**src/rtl/sdac_pkg.sv**
```systemverilog
// shared constants, field layouts and types for the sigma-delta converter control block
package sdac_pkg;
  // register addresses on the special function register port
  localparam logic [7:0] SDAC_ADDR_CTRL0 = 8'hdc;
  localparam logic [7:0] SDAC_ADDR_CTRL1 = 8'hdd;
  localparam logic [7:0] SDAC_ADDR_TRIM = 8'he6;
  localparam logic [7:0] SDAC_ADDR_ACLK = 8'hf6;
  // values after reset: internal reference enabled at the high level, auto filter
  localparam logic [7:0] SDAC_CTRL0_RESET = 8'h30;
  localparam logic [7:0] SDAC_CTRL1_RESET = 8'h30;
  localparam logic [7:0] SDAC_TRIM_RESET = 8'h00;
  localparam logic [7:0] SDAC_ACLK_RESET = 8'h00;
  // adc_control_zero field positions
  localparam int SDAC_C0_REF_EXT = 6;
  localparam int SDAC_C0_REF_HIGH = 5;
  localparam int SDAC_C0_REF_EN = 4;
  localparam int SDAC_C0_BUFFER = 3;
  localparam int SDAC_C0_BURNOUT = 2;
  // adc_control_one field positions
  localparam int SDAC_C1_FILT_LSB = 4;
  localparam int SDAC_C1_CAL_LSB = 0;
  // offset trim code: sign bit on top, seven bits of magnitude
  localparam int SDAC_TRIM_SIGN = 7;
  // counts
  localparam logic [5:0] SDAC_MOD_LAST = 6'h3f; // fixed divide by 64
  localparam logic [3:0] SDAC_CAL_PERIODS = 4'h7; // conversions per calibration step
  localparam logic [1:0] SDAC_SETTLE_SINC3 = 2'h3;
  localparam logic [1:0] SDAC_SETTLE_SINC2 = 2'h2;
  localparam logic [1:0] SDAC_SETTLE_FAST = 2'h1;
  localparam logic [23:0] SDAC_FULL_SCALE = 24'h7fffff;
  // filter choice
  typedef enum logic [1:0] {
    SDAC_FILT_FAST = 2'h0,
    SDAC_FILT_SINC2 = 2'h1,
    SDAC_FILT_SINC3 = 2'h2,
    SDAC_FILT_AUTO = 2'h3
  } sdac_filter_type;
  // calibration command codes
  typedef enum logic [2:0] {
    SDAC_CAL_NONE = 3'h0,
    SDAC_CAL_SELF_BOTH = 3'h1,
    SDAC_CAL_SELF_OFFSET = 3'h2,
    SDAC_CAL_SELF_GAIN = 3'h3,
    SDAC_CAL_SYS_OFFSET = 3'h4,
    SDAC_CAL_SYS_GAIN = 3'h5,
    SDAC_CAL_SYS_BOTH = 3'h6,
    SDAC_CAL_RSVD = 3'h7
  } sdac_cal_type;
  // calibration sequencer states
  typedef enum logic [2:0] {
    SDAC_ST_IDLE = 3'b001,
    SDAC_ST_OFFSET = 3'b010,
    SDAC_ST_GAIN = 3'b100
  } sdac_state_type;
  // front end input routing during calibration
  localparam logic [1:0] SDAC_IN_NORMAL = 2'h0;
  localparam logic [1:0] SDAC_IN_SELF_ZERO = 2'h1;
  localparam logic [1:0] SDAC_IN_SELF_FULL = 2'h2;
  // special function register access
  typedef struct packed {
    logic [7:0] addr;
    logic [7:0] wdata;
    logic wr;
    logic rd;
  } sdac_sfr_req_type;
  // settings driven into the analog front end
  typedef struct packed {
    logic trim_negative;
    logic [6:0] trim_magnitude;
    logic buffer_enable;
    logic burnout_detect_enable;
    logic ref_external;
    logic ref_enable;
    logic ref_high;
    logic [7:0] current_source_code;
    logic [1:0] cal_input_select;
    logic [1:0] filter_select;
    logic discard;
  } sdac_analog_type;
endpackage : sdac_pkg

```
**src/rtl/sdac_control.sv**
```systemverilog
// sigma-delta converter control: registers, clocking, calibration and filter selection
`timescale 1ns/1ps
module sdac_control
  import sdac_pkg::*;
#(
  parameter int DEC_WIDTH = 11
) (
  input wire logic i_clock,
  input wire logic i_reset,
  input wire sdac_sfr_req_type i_sfr,
  input wire logic [DEC_WIDTH-1:0] i_decimation_ratio,
  input wire logic [7:0] i_current_source_code,
  input wire logic i_channel_change,
  input wire logic [23:0] i_raw_result,
  input wire logic i_result_read,
  output logic [7:0] o_sfr_rdata,
  output sdac_analog_type o_analog,
  output logic o_modulator_tick,
  output logic o_conversion_tick,
  output logic o_settled,
  output logic o_cal_busy,
  output logic o_adc_interrupt,
  output logic [23:0] o_offset_correction,
  output logic [23:0] o_gain_correction
);

  logic [7:0] ctrl0_reg; // reference, buffer and burnout controls
  logic [7:0] ctrl1_reg; // filter and calibration command
  logic [7:0] trim_reg; // offset trim code
  logic [7:0] aclk_reg; // analog clock divider
  logic [7:0] div_reg; // first divider stage
  logic [5:0] mod_reg; // divide-by-64 stage
  logic [DEC_WIDTH-1:0] dec_reg; // modulator periods in this conversion
  logic mod_tick_reg; // internal modulator period strobe
  logic conv_tick_reg; // internal conversion strobe
  sdac_state_type state_reg; // calibration sequencer
  sdac_cal_type cal_code_reg; // command being run
  logic [3:0] cal_count_reg; // conversions spent in this step
  logic [1:0] auto_stage_reg; // conversions since a channel change, saturating
  logic [1:0] settle_reg; // conversions since a change, saturating
  logic irq_reg; // interrupt flag
  logic cal_done; // last conversion of the last step
  logic step_end; // last conversion of any step
  logic wr_ctrl1; // command write strobe
  logic cal_start; // accepted command
  logic [1:0] settle_need; // conversions needed for the active filter
  sdac_filter_type filt_mode; // configured filter mode
  sdac_filter_type filt_now; // filter applied to the current conversion
  logic discard_now; // current conversion is to be thrown away

  assign wr_ctrl1 = i_sfr.wr && (i_sfr.addr == SDAC_ADDR_CTRL1);
  assign filt_mode = sdac_filter_type'(ctrl1_reg[SDAC_C1_FILT_LSB +: 2]);
  // a reserved or empty code never starts a run
  assign cal_start = wr_ctrl1 && (state_reg == SDAC_ST_IDLE) &&
    (i_sfr.wdata[SDAC_C1_CAL_LSB +: 3] != SDAC_CAL_NONE) &&
    (i_sfr.wdata[SDAC_C1_CAL_LSB +: 3] != SDAC_CAL_RSVD);
  assign step_end = conv_tick_reg && (cal_count_reg == SDAC_CAL_PERIODS - 4'h1);
  assign cal_done = step_end && ((state_reg == SDAC_ST_GAIN) ||
    ((state_reg == SDAC_ST_OFFSET) && (cal_code_reg != SDAC_CAL_SELF_BOTH) &&
    (cal_code_reg != SDAC_CAL_SYS_BOTH)));

  // register writes; the command field clears itself when the run ends
  always_ff @(posedge i_clock) begin
    if (i_reset) begin
      ctrl0_reg <= SDAC_CTRL0_RESET;
      ctrl1_reg <= SDAC_CTRL1_RESET;
      trim_reg <= SDAC_TRIM_RESET;
      aclk_reg <= SDAC_ACLK_RESET;
    end else begin
      if (i_sfr.wr && (i_sfr.addr == SDAC_ADDR_CTRL0)) begin
        ctrl0_reg <= i_sfr.wdata;
      end
      if (i_sfr.wr && (i_sfr.addr == SDAC_ADDR_TRIM)) begin
        trim_reg <= i_sfr.wdata;
      end
      if (i_sfr.wr && (i_sfr.addr == SDAC_ADDR_ACLK)) begin
        aclk_reg <= i_sfr.wdata;
      end
      if (wr_ctrl1) begin
        // a command written while busy is dropped so the run stays coherent
        ctrl1_reg[SDAC_C1_FILT_LSB +: 2] <= i_sfr.wdata[SDAC_C1_FILT_LSB +: 2];
        if (state_reg == SDAC_ST_IDLE) begin
          ctrl1_reg[SDAC_C1_CAL_LSB +: 3] <= i_sfr.wdata[SDAC_C1_CAL_LSB +: 3];
        end
      end
      // kept apart from writes so that a busy write cannot leave a stale code behind
      if (cal_done) begin
        ctrl1_reg[SDAC_C1_CAL_LSB +: 3] <= SDAC_CAL_NONE;
      end
    end
  end

  // register reads, one cycle after the strobe; unmapped addresses read zero
  always_ff @(posedge i_clock) begin
    if (i_reset) begin
      o_sfr_rdata <= 8'h00;
    end else if (i_sfr.rd) begin
      unique case (i_sfr.addr)
        SDAC_ADDR_CTRL0: o_sfr_rdata <= ctrl0_reg;
        SDAC_ADDR_CTRL1: o_sfr_rdata <= ctrl1_reg;
        SDAC_ADDR_TRIM: o_sfr_rdata <= trim_reg;
        SDAC_ADDR_ACLK: o_sfr_rdata <= aclk_reg;
        default: o_sfr_rdata <= 8'h00;
      endcase
    end
  end

  // clock chain: divide by divider+1, then by 64, then by the decimation ratio
  always_ff @(posedge i_clock) begin
    if (i_reset) begin
      div_reg <= 8'h00;
      mod_reg <= 6'h00;
      dec_reg <= '0;
      mod_tick_reg <= 1'b0;
      conv_tick_reg <= 1'b0;
    end else begin
      mod_tick_reg <= 1'b0;
      conv_tick_reg <= 1'b0;
      if (div_reg >= aclk_reg) begin
        div_reg <= 8'h00;
        if (mod_reg == SDAC_MOD_LAST) begin
          mod_reg <= 6'h00;
          mod_tick_reg <= 1'b1;
          // ratio of zero or one gives a result every modulator period
          if (dec_reg + DEC_WIDTH'(1) >= i_decimation_ratio) begin
            dec_reg <= '0;
            conv_tick_reg <= 1'b1;
          end else begin
            dec_reg <= dec_reg + DEC_WIDTH'(1);
          end
        end else begin
          mod_reg <= mod_reg + 6'h01;
        end
      end else begin
        div_reg <= div_reg + 8'h01;
      end
    end
  end

  // calibration sequencer
  always_ff @(posedge i_clock) begin
    if (i_reset) begin
      state_reg <= SDAC_ST_IDLE;
      cal_code_reg <= SDAC_CAL_NONE;
      cal_count_reg <= 4'h0;
    end else begin
      unique case (state_reg)
        SDAC_ST_IDLE: begin
          cal_count_reg <= 4'h0;
          if (cal_start) begin
            cal_code_reg <= sdac_cal_type'(i_sfr.wdata[SDAC_C1_CAL_LSB +: 3]);
            if ((i_sfr.wdata[SDAC_C1_CAL_LSB +: 3] == SDAC_CAL_SELF_GAIN) ||
                (i_sfr.wdata[SDAC_C1_CAL_LSB +: 3] == SDAC_CAL_SYS_GAIN)) begin
              state_reg <= SDAC_ST_GAIN;
            end else begin
              state_reg <= SDAC_ST_OFFSET;
            end
          end
        end
        SDAC_ST_OFFSET: begin
          if (step_end) begin
            cal_count_reg <= 4'h0;
            state_reg <= cal_done ? SDAC_ST_IDLE : SDAC_ST_GAIN;
          end else if (conv_tick_reg) begin
            cal_count_reg <= cal_count_reg + 4'h1;
          end
        end
        SDAC_ST_GAIN: begin
          if (step_end) begin
            cal_count_reg <= 4'h0;
            state_reg <= SDAC_ST_IDLE;
          end else if (conv_tick_reg) begin
            cal_count_reg <= cal_count_reg + 4'h1;
          end
        end
        default: state_reg <= SDAC_ST_IDLE;
      endcase
    end
  end

  // correction values; the measurement already includes the trim offset
  always_ff @(posedge i_clock) begin
    if (i_reset) begin
      o_offset_correction <= 24'h000000;
      o_gain_correction <= 24'h000000;
    end else if (step_end && (state_reg == SDAC_ST_OFFSET)) begin
      o_offset_correction <= 24'h000000 - i_raw_result;
    end else if (step_end && (state_reg == SDAC_ST_GAIN)) begin
      o_gain_correction <= SDAC_FULL_SCALE - i_raw_result;
    end
  end

  // auto filter stage and settling counters, restarted by a channel or gain change
  always_ff @(posedge i_clock) begin
    if (i_reset) begin
      auto_stage_reg <= 2'h0;
      settle_reg <= 2'h0;
    end else if (i_channel_change) begin
      auto_stage_reg <= 2'h0;
      settle_reg <= 2'h0;
    end else if (conv_tick_reg) begin
      if (auto_stage_reg != 2'h3) begin
        auto_stage_reg <= auto_stage_reg + 2'h1;
      end
      if (settle_reg != 2'h3) begin
        settle_reg <= settle_reg + 2'h1;
      end
    end
  end

  // filter for the conversion now running
  always_comb begin
    filt_now = filt_mode;
    discard_now = 1'b0;
    if (filt_mode == SDAC_FILT_AUTO) begin
      unique case (auto_stage_reg)
        2'h0: begin
          filt_now = SDAC_FILT_FAST;
          discard_now = 1'b1;
        end
        2'h1: filt_now = SDAC_FILT_FAST;
        2'h2: filt_now = SDAC_FILT_SINC2;
        2'h3: filt_now = SDAC_FILT_SINC3;
      endcase
    end
  end

  // settling length of the applied filter; auto mode is settled by its stage count instead
  always_comb begin
    unique case (filt_now)
      SDAC_FILT_SINC3: settle_need = SDAC_SETTLE_SINC3;
      SDAC_FILT_SINC2: settle_need = SDAC_SETTLE_SINC2;
      default: settle_need = SDAC_SETTLE_FAST;
    endcase
  end

  // front end settings, all from flops
  always_ff @(posedge i_clock) begin
    if (i_reset) begin
      o_analog <= '0;
    end else begin
      o_analog.trim_negative <= trim_reg[SDAC_TRIM_SIGN];
      o_analog.trim_magnitude <= trim_reg[SDAC_TRIM_SIGN-1:0];
      o_analog.buffer_enable <= ctrl0_reg[SDAC_C0_BUFFER];
      o_analog.burnout_detect_enable <= ctrl0_reg[SDAC_C0_BURNOUT];
      o_analog.ref_external <= ctrl0_reg[SDAC_C0_REF_EXT];
      o_analog.ref_enable <= ctrl0_reg[SDAC_C0_REF_EN];
      o_analog.ref_high <= ctrl0_reg[SDAC_C0_REF_HIGH];
      o_analog.current_source_code <= i_current_source_code;
      o_analog.filter_select <= filt_now;
      o_analog.discard <= discard_now;
      // self steps route an internal zero or full-scale; system steps use the pins
      if (state_reg != SDAC_ST_IDLE && cal_code_reg inside
          {SDAC_CAL_SELF_BOTH, SDAC_CAL_SELF_OFFSET, SDAC_CAL_SELF_GAIN}) begin
        o_analog.cal_input_select <= (state_reg == SDAC_ST_GAIN) ?
          SDAC_IN_SELF_FULL : SDAC_IN_SELF_ZERO;
      end else begin
        o_analog.cal_input_select <= SDAC_IN_NORMAL;
      end
    end
  end

  // status strobes and the interrupt flag; a new event wins over a read
  always_ff @(posedge i_clock) begin
    if (i_reset) begin
      irq_reg <= 1'b0;
      o_modulator_tick <= 1'b0;
      o_conversion_tick <= 1'b0;
      o_settled <= 1'b0;
      o_cal_busy <= 1'b0;
    end else begin
      o_modulator_tick <= mod_tick_reg;
      o_conversion_tick <= conv_tick_reg;
      // auto mode counts as settled only once the third-order filter is in use
      if (filt_mode == SDAC_FILT_AUTO) begin
        o_settled <= (auto_stage_reg == 2'h3);
      end else begin
        o_settled <= (settle_reg >= settle_need);
      end
      o_cal_busy <= (state_reg != SDAC_ST_IDLE);
      if (cal_done || (conv_tick_reg && state_reg == SDAC_ST_IDLE && !discard_now)) begin
        irq_reg <= 1'b1;
      end else if (i_result_read) begin
        irq_reg <= 1'b0;
      end
    end
  end
  assign o_adc_interrupt = irq_reg;
endmodule : sdac_control

```
**config.mk**
```make
export PLATFORM = sky130hd
export DESIGN_NAME = sdac_control
export DESIGN_NICKNAME = d
export VERILOG_FILES = /design/src/rtl/sdac_pkg.sv /design/src/rtl/sdac_control.sv
export SDC_FILE = /design/constraint.sdc
export NUM_CORES = 1
export LEC_CHECK = 0
export BUFFER_PORTS_ARGS = -buffer_cell sky130_fd_sc_hd__buf_2
export CORE_MARGIN = 2
export CORE_UTILIZATION = 45
export DETAILED_ROUTE_END_ITERATION = 12
export PLACE_DENSITY_LB_ADDON = 0.2
export SYNTH_ARGS = -nofsm -noshare
export SYNTH_HDL_FRONTEND = slang
export SYNTH_SLANG_ARGS = --single-unit
```
**constraint.sdc**
```tcl
create_clock -name i_clock -period 3.55 [get_ports i_clock]
set_input_delay 0.5325 -clock i_clock [delete_from_list [all_inputs] [get_ports i_clock]]
set_output_delay 0.5325 -clock i_clock [all_outputs]
set_load 0.1 [all_outputs]
```
==> flow_summary.json <==
{
  "top_regs": "o_analog x26, o_gain_correction x24, o_offset_correction x24",
  "clockRootBuffer": "clkbuf_16",
  "synth_most_common_cell": "dfxtp_1",
  "startpoint_type": "flop",
  "synth_cells": 824,
  "post-route-drc-count": 0,
  "nets": 1050,
  "finalHoldViolCount": 0,
  "rsz0062_at_grt": "no",
  "drv_slew": 0,
  "setup_violations": 0,
  "critPathArrivalTime_ns": 3.39,
  "path_class": "reg -> reg",
  "placementRows": 45,
  "synth_common_cells": "dfxtp_1 (157), nand2_1 (96), nor2_1 (81)",
  "fin_worst_skew_ns": 0.0124,
  "slowest_delay_ns": 0.47,
  "postRouteAntennaNets": 0,
  "cts_buffers": 17,
  "crit_top_cell": "ha_1",
  "status": "completed",
  "endpoint_kind": "flop",
  "ys_ff_latch": 157,
  "dpl.hpwl_mm": 11.0,
  "antenna_found_initial": 0,
  "power.leakage_uw": 0.00344,
  "synth.distinct_cells": 49,
  "antenna_cells": 0,
  "ctsResizeCount": 0,
  "cts_hold_buf": 0,
  "grt_pass1_wl_mm": 26.5,
  "cap_violations": 0,
  "path_cells": "ha_1, nand3_1, or3_1, nor2_1, xor2_1, ha_1, and3_1, a221oi_2, buf_4, nand4b_1, a31oi_1",
  "min_path_type": "in -> reg",
  "dp_slack_ns": 0.504,
  "die-height_microns": 129,
  "synth_warnings": 0,
  "final_util_pct": 55.3,
  "wl_per_cell_microns": 13.9,
  "die_x_microns": 129,
  "grt_pass1_vias": 5524,
  "powerDensity_mw_per_mm2": 469,
  "synth_top_area_share_pct": 45.0,
  "regMostFlops": "o_analog",
  "max-slew-margin-rel_pct": 33.5,
  "cts_max_level": 4,
  "routed_via_density": 5.24,
  "min_period_over_period_pct": 86.2,
  "crit_family": "simple AND/OR/NAND/NOR gates",
  "setup_slack_ns": 0.490,
  "cts.sinks": 157,
  "gp_congestion": 0.783,
  "cts_buffer_depth": 2,
  "track_usage_pct": 19.6,
  "synth-async-reset-ratio_pct": 0,
  "netSwitchingPower_uw": 963,
  "synthesis.nets": 921,
  "drive_above_1_share_pct": 20.1,
  "finalPower_uw": 3940,
  "post-cts-setup-buffer-count": 0,
  "synth-seq-area-share_pct": 45.0,
  "worst_slew_pin_slew_ns": 0.998,
  "cts_tree": "done",
  "die_area_sq_mm": 0.0165,
  "worstSkewPairLatency_ns": 0.42,
  "synth_flop_cell": "dfxtp_1",
  "firstDrtPassIters": 5,
  "synth_area_leaders": "dfxtp_1 (45%), ha_1 (5.7%), nand2_1 (5.2%)",
  "route.vias.total": 6028,
  "core-area_sq_mm": 0.0152,
  "p_int_uw": 2980,
  "tns_ns": 0,
  "syn_area_sq_mm": 0.00699,
  "fmax_mhz": 327,
  "yosysTopAreaCell": "dfxtp_1",
  "ios": 152,
  "largest_reg_flops": 26,
  "combPwrFrac_pct": 9.5,
  "synth_edf_count": 0,
  "portBuffers": 151,
  "cpMaxStageDelayCell": "or3_1",
  "grt_overflow": 0,
  "area_delta_synth_final_pct": 20.3,
  "clkPwrFrac_pct": 44.0,
  "ir_drop_v": 0.000326,
  "syn_avg_cell_area_sq_um": 8.49,
  "critPathBufInv": 1,
  "start_util_pct": 46.0,
  "drtIter0Drc": 260,
  "clk_pin_slew_ns": 0.06,
  "cp_max_fo": 18,
  "cp_data_required_time_ns": 3.88,
  "swShare_pct": 24.4,
  "fin_crit_ns": 3.06,
  "grt_max_degree": 94,
  "pwr-share-seq_pct": 46.6,
  "totalWireLength_mm": 15.9
}
==> worst paths after layout <==
path	start	to	slack (ns)	cells past startpoint
max	dec_reg[0]	dec_reg[2]	0.49	11
min	i_raw_result[1]	o_gain_correction[1]	0.31	2
max reg2reg	dec_reg[0]	dec_reg[2]	0.49	11
min reg2reg	mod_tick_reg	o_modulator_tick	0.43	1
==> stage by stage <==
stage	cell area (sq um)	cells	hold WS, ns
after global routing	8410	1150	0.311
after CTS	8410	1150	0.300
final	8410	1150	0.315
after global placement	7860	1122	0.421
after detailed placement	7860	1122	0.420
after floorplan	6990	824	0.414
==> cell usage in the layout (no fill, tap or decap), types with 11 or more instances in the layout <==
| cell type | n |
|---|---|
| nor3_1 | 16 |
| nand2_1 | 96 |
| a21oi_1 | 69 |
| nor2b_1 | 28 |
| and3_1 | 17 |
| clkbuf_16 | 17 |
| nor2_1 | 81 |
| dfxtp_1 | 157 |
| ha_1 | 32 |
| xor2_1 | 20 |
| buf_2 | 150 |
| nand3_1 | 52 |
| xnor2_1 | 25 |
| inv_1 | 29 |
| a31oi_1 | 11 |
| o21ai_0 | 11 |
| a211oi_1 | 24 |
| a22oi_1 | 13 |
==> power groups by stage <==
stage / clock, uW / sequential [uW] / combinational [uW]
after floorplan: 0 / 1940 / 202
after global placement: 0 / 1870 / 375
after detailed placement: 0 / 1870 / 376
after CTS: 1770 / 1830 / 377
after global routing: 1840 / 1840 / 417
final: 1730 / 1830 / 373
==> kinds of logic (layout without fill, tap and decap cells) <==
logic type / Yosys count / count (layout) / synth area share [%]
AND/OR/NAND/NOR: 353 / 353 / 24.8
flip-flops: 157 / 157 / 45.0
AO/OA/AOI/OAI: 156 / 156 / 14.0
buffers and inverters: 77 / 215 / 4.28
XOR/XNOR: 45 / 45 / 5.64
adder cells (fa/ha/maj): 32 / 32 / 5.73
multiplexers: 4 / 4 / 0.573
==> cell type report <==
class / instances / area, sq um
clock buffers: 21 / 460
fillers: 1410 / 6790
clock inverters: 7 / 92.6
flip-flops and latches: 157 / 3140
repair buffers: 158 / 811
inverters: 29 / 109
multi-input cells: 590 / 3560
well taps: 188 / 235
==> metal layers <==
layer | vias up | track usage (%) | wire [microns] | part of all wire [%]
met5 | - | 0 | 0 | 0
met4 | 0 | 4.80 | 106 | 0.66
met3 | 9 | 6.20 | 895 | 5.6
met2 | 128 | 31.9 | 7390 | 46
met1 | 2788 | 25.4 | 7560 | 47
li1 | 3103 | - | - | -
==> worst register-to-register path, stage by stage (launching register included) <==
cell,delay [ns]
dfxtp_1,0.40
ha_1,0.25
nand3_1,0.20
or3_1,0.47
nor2_1,0.15
xor2_1,0.23
ha_1,0.29
and3_1,0.18
a221oi_2,0.23
buf_4,0.26
nand4b_1,0.13
a31oi_1,0.18
(Power assumes the default switching activity.)
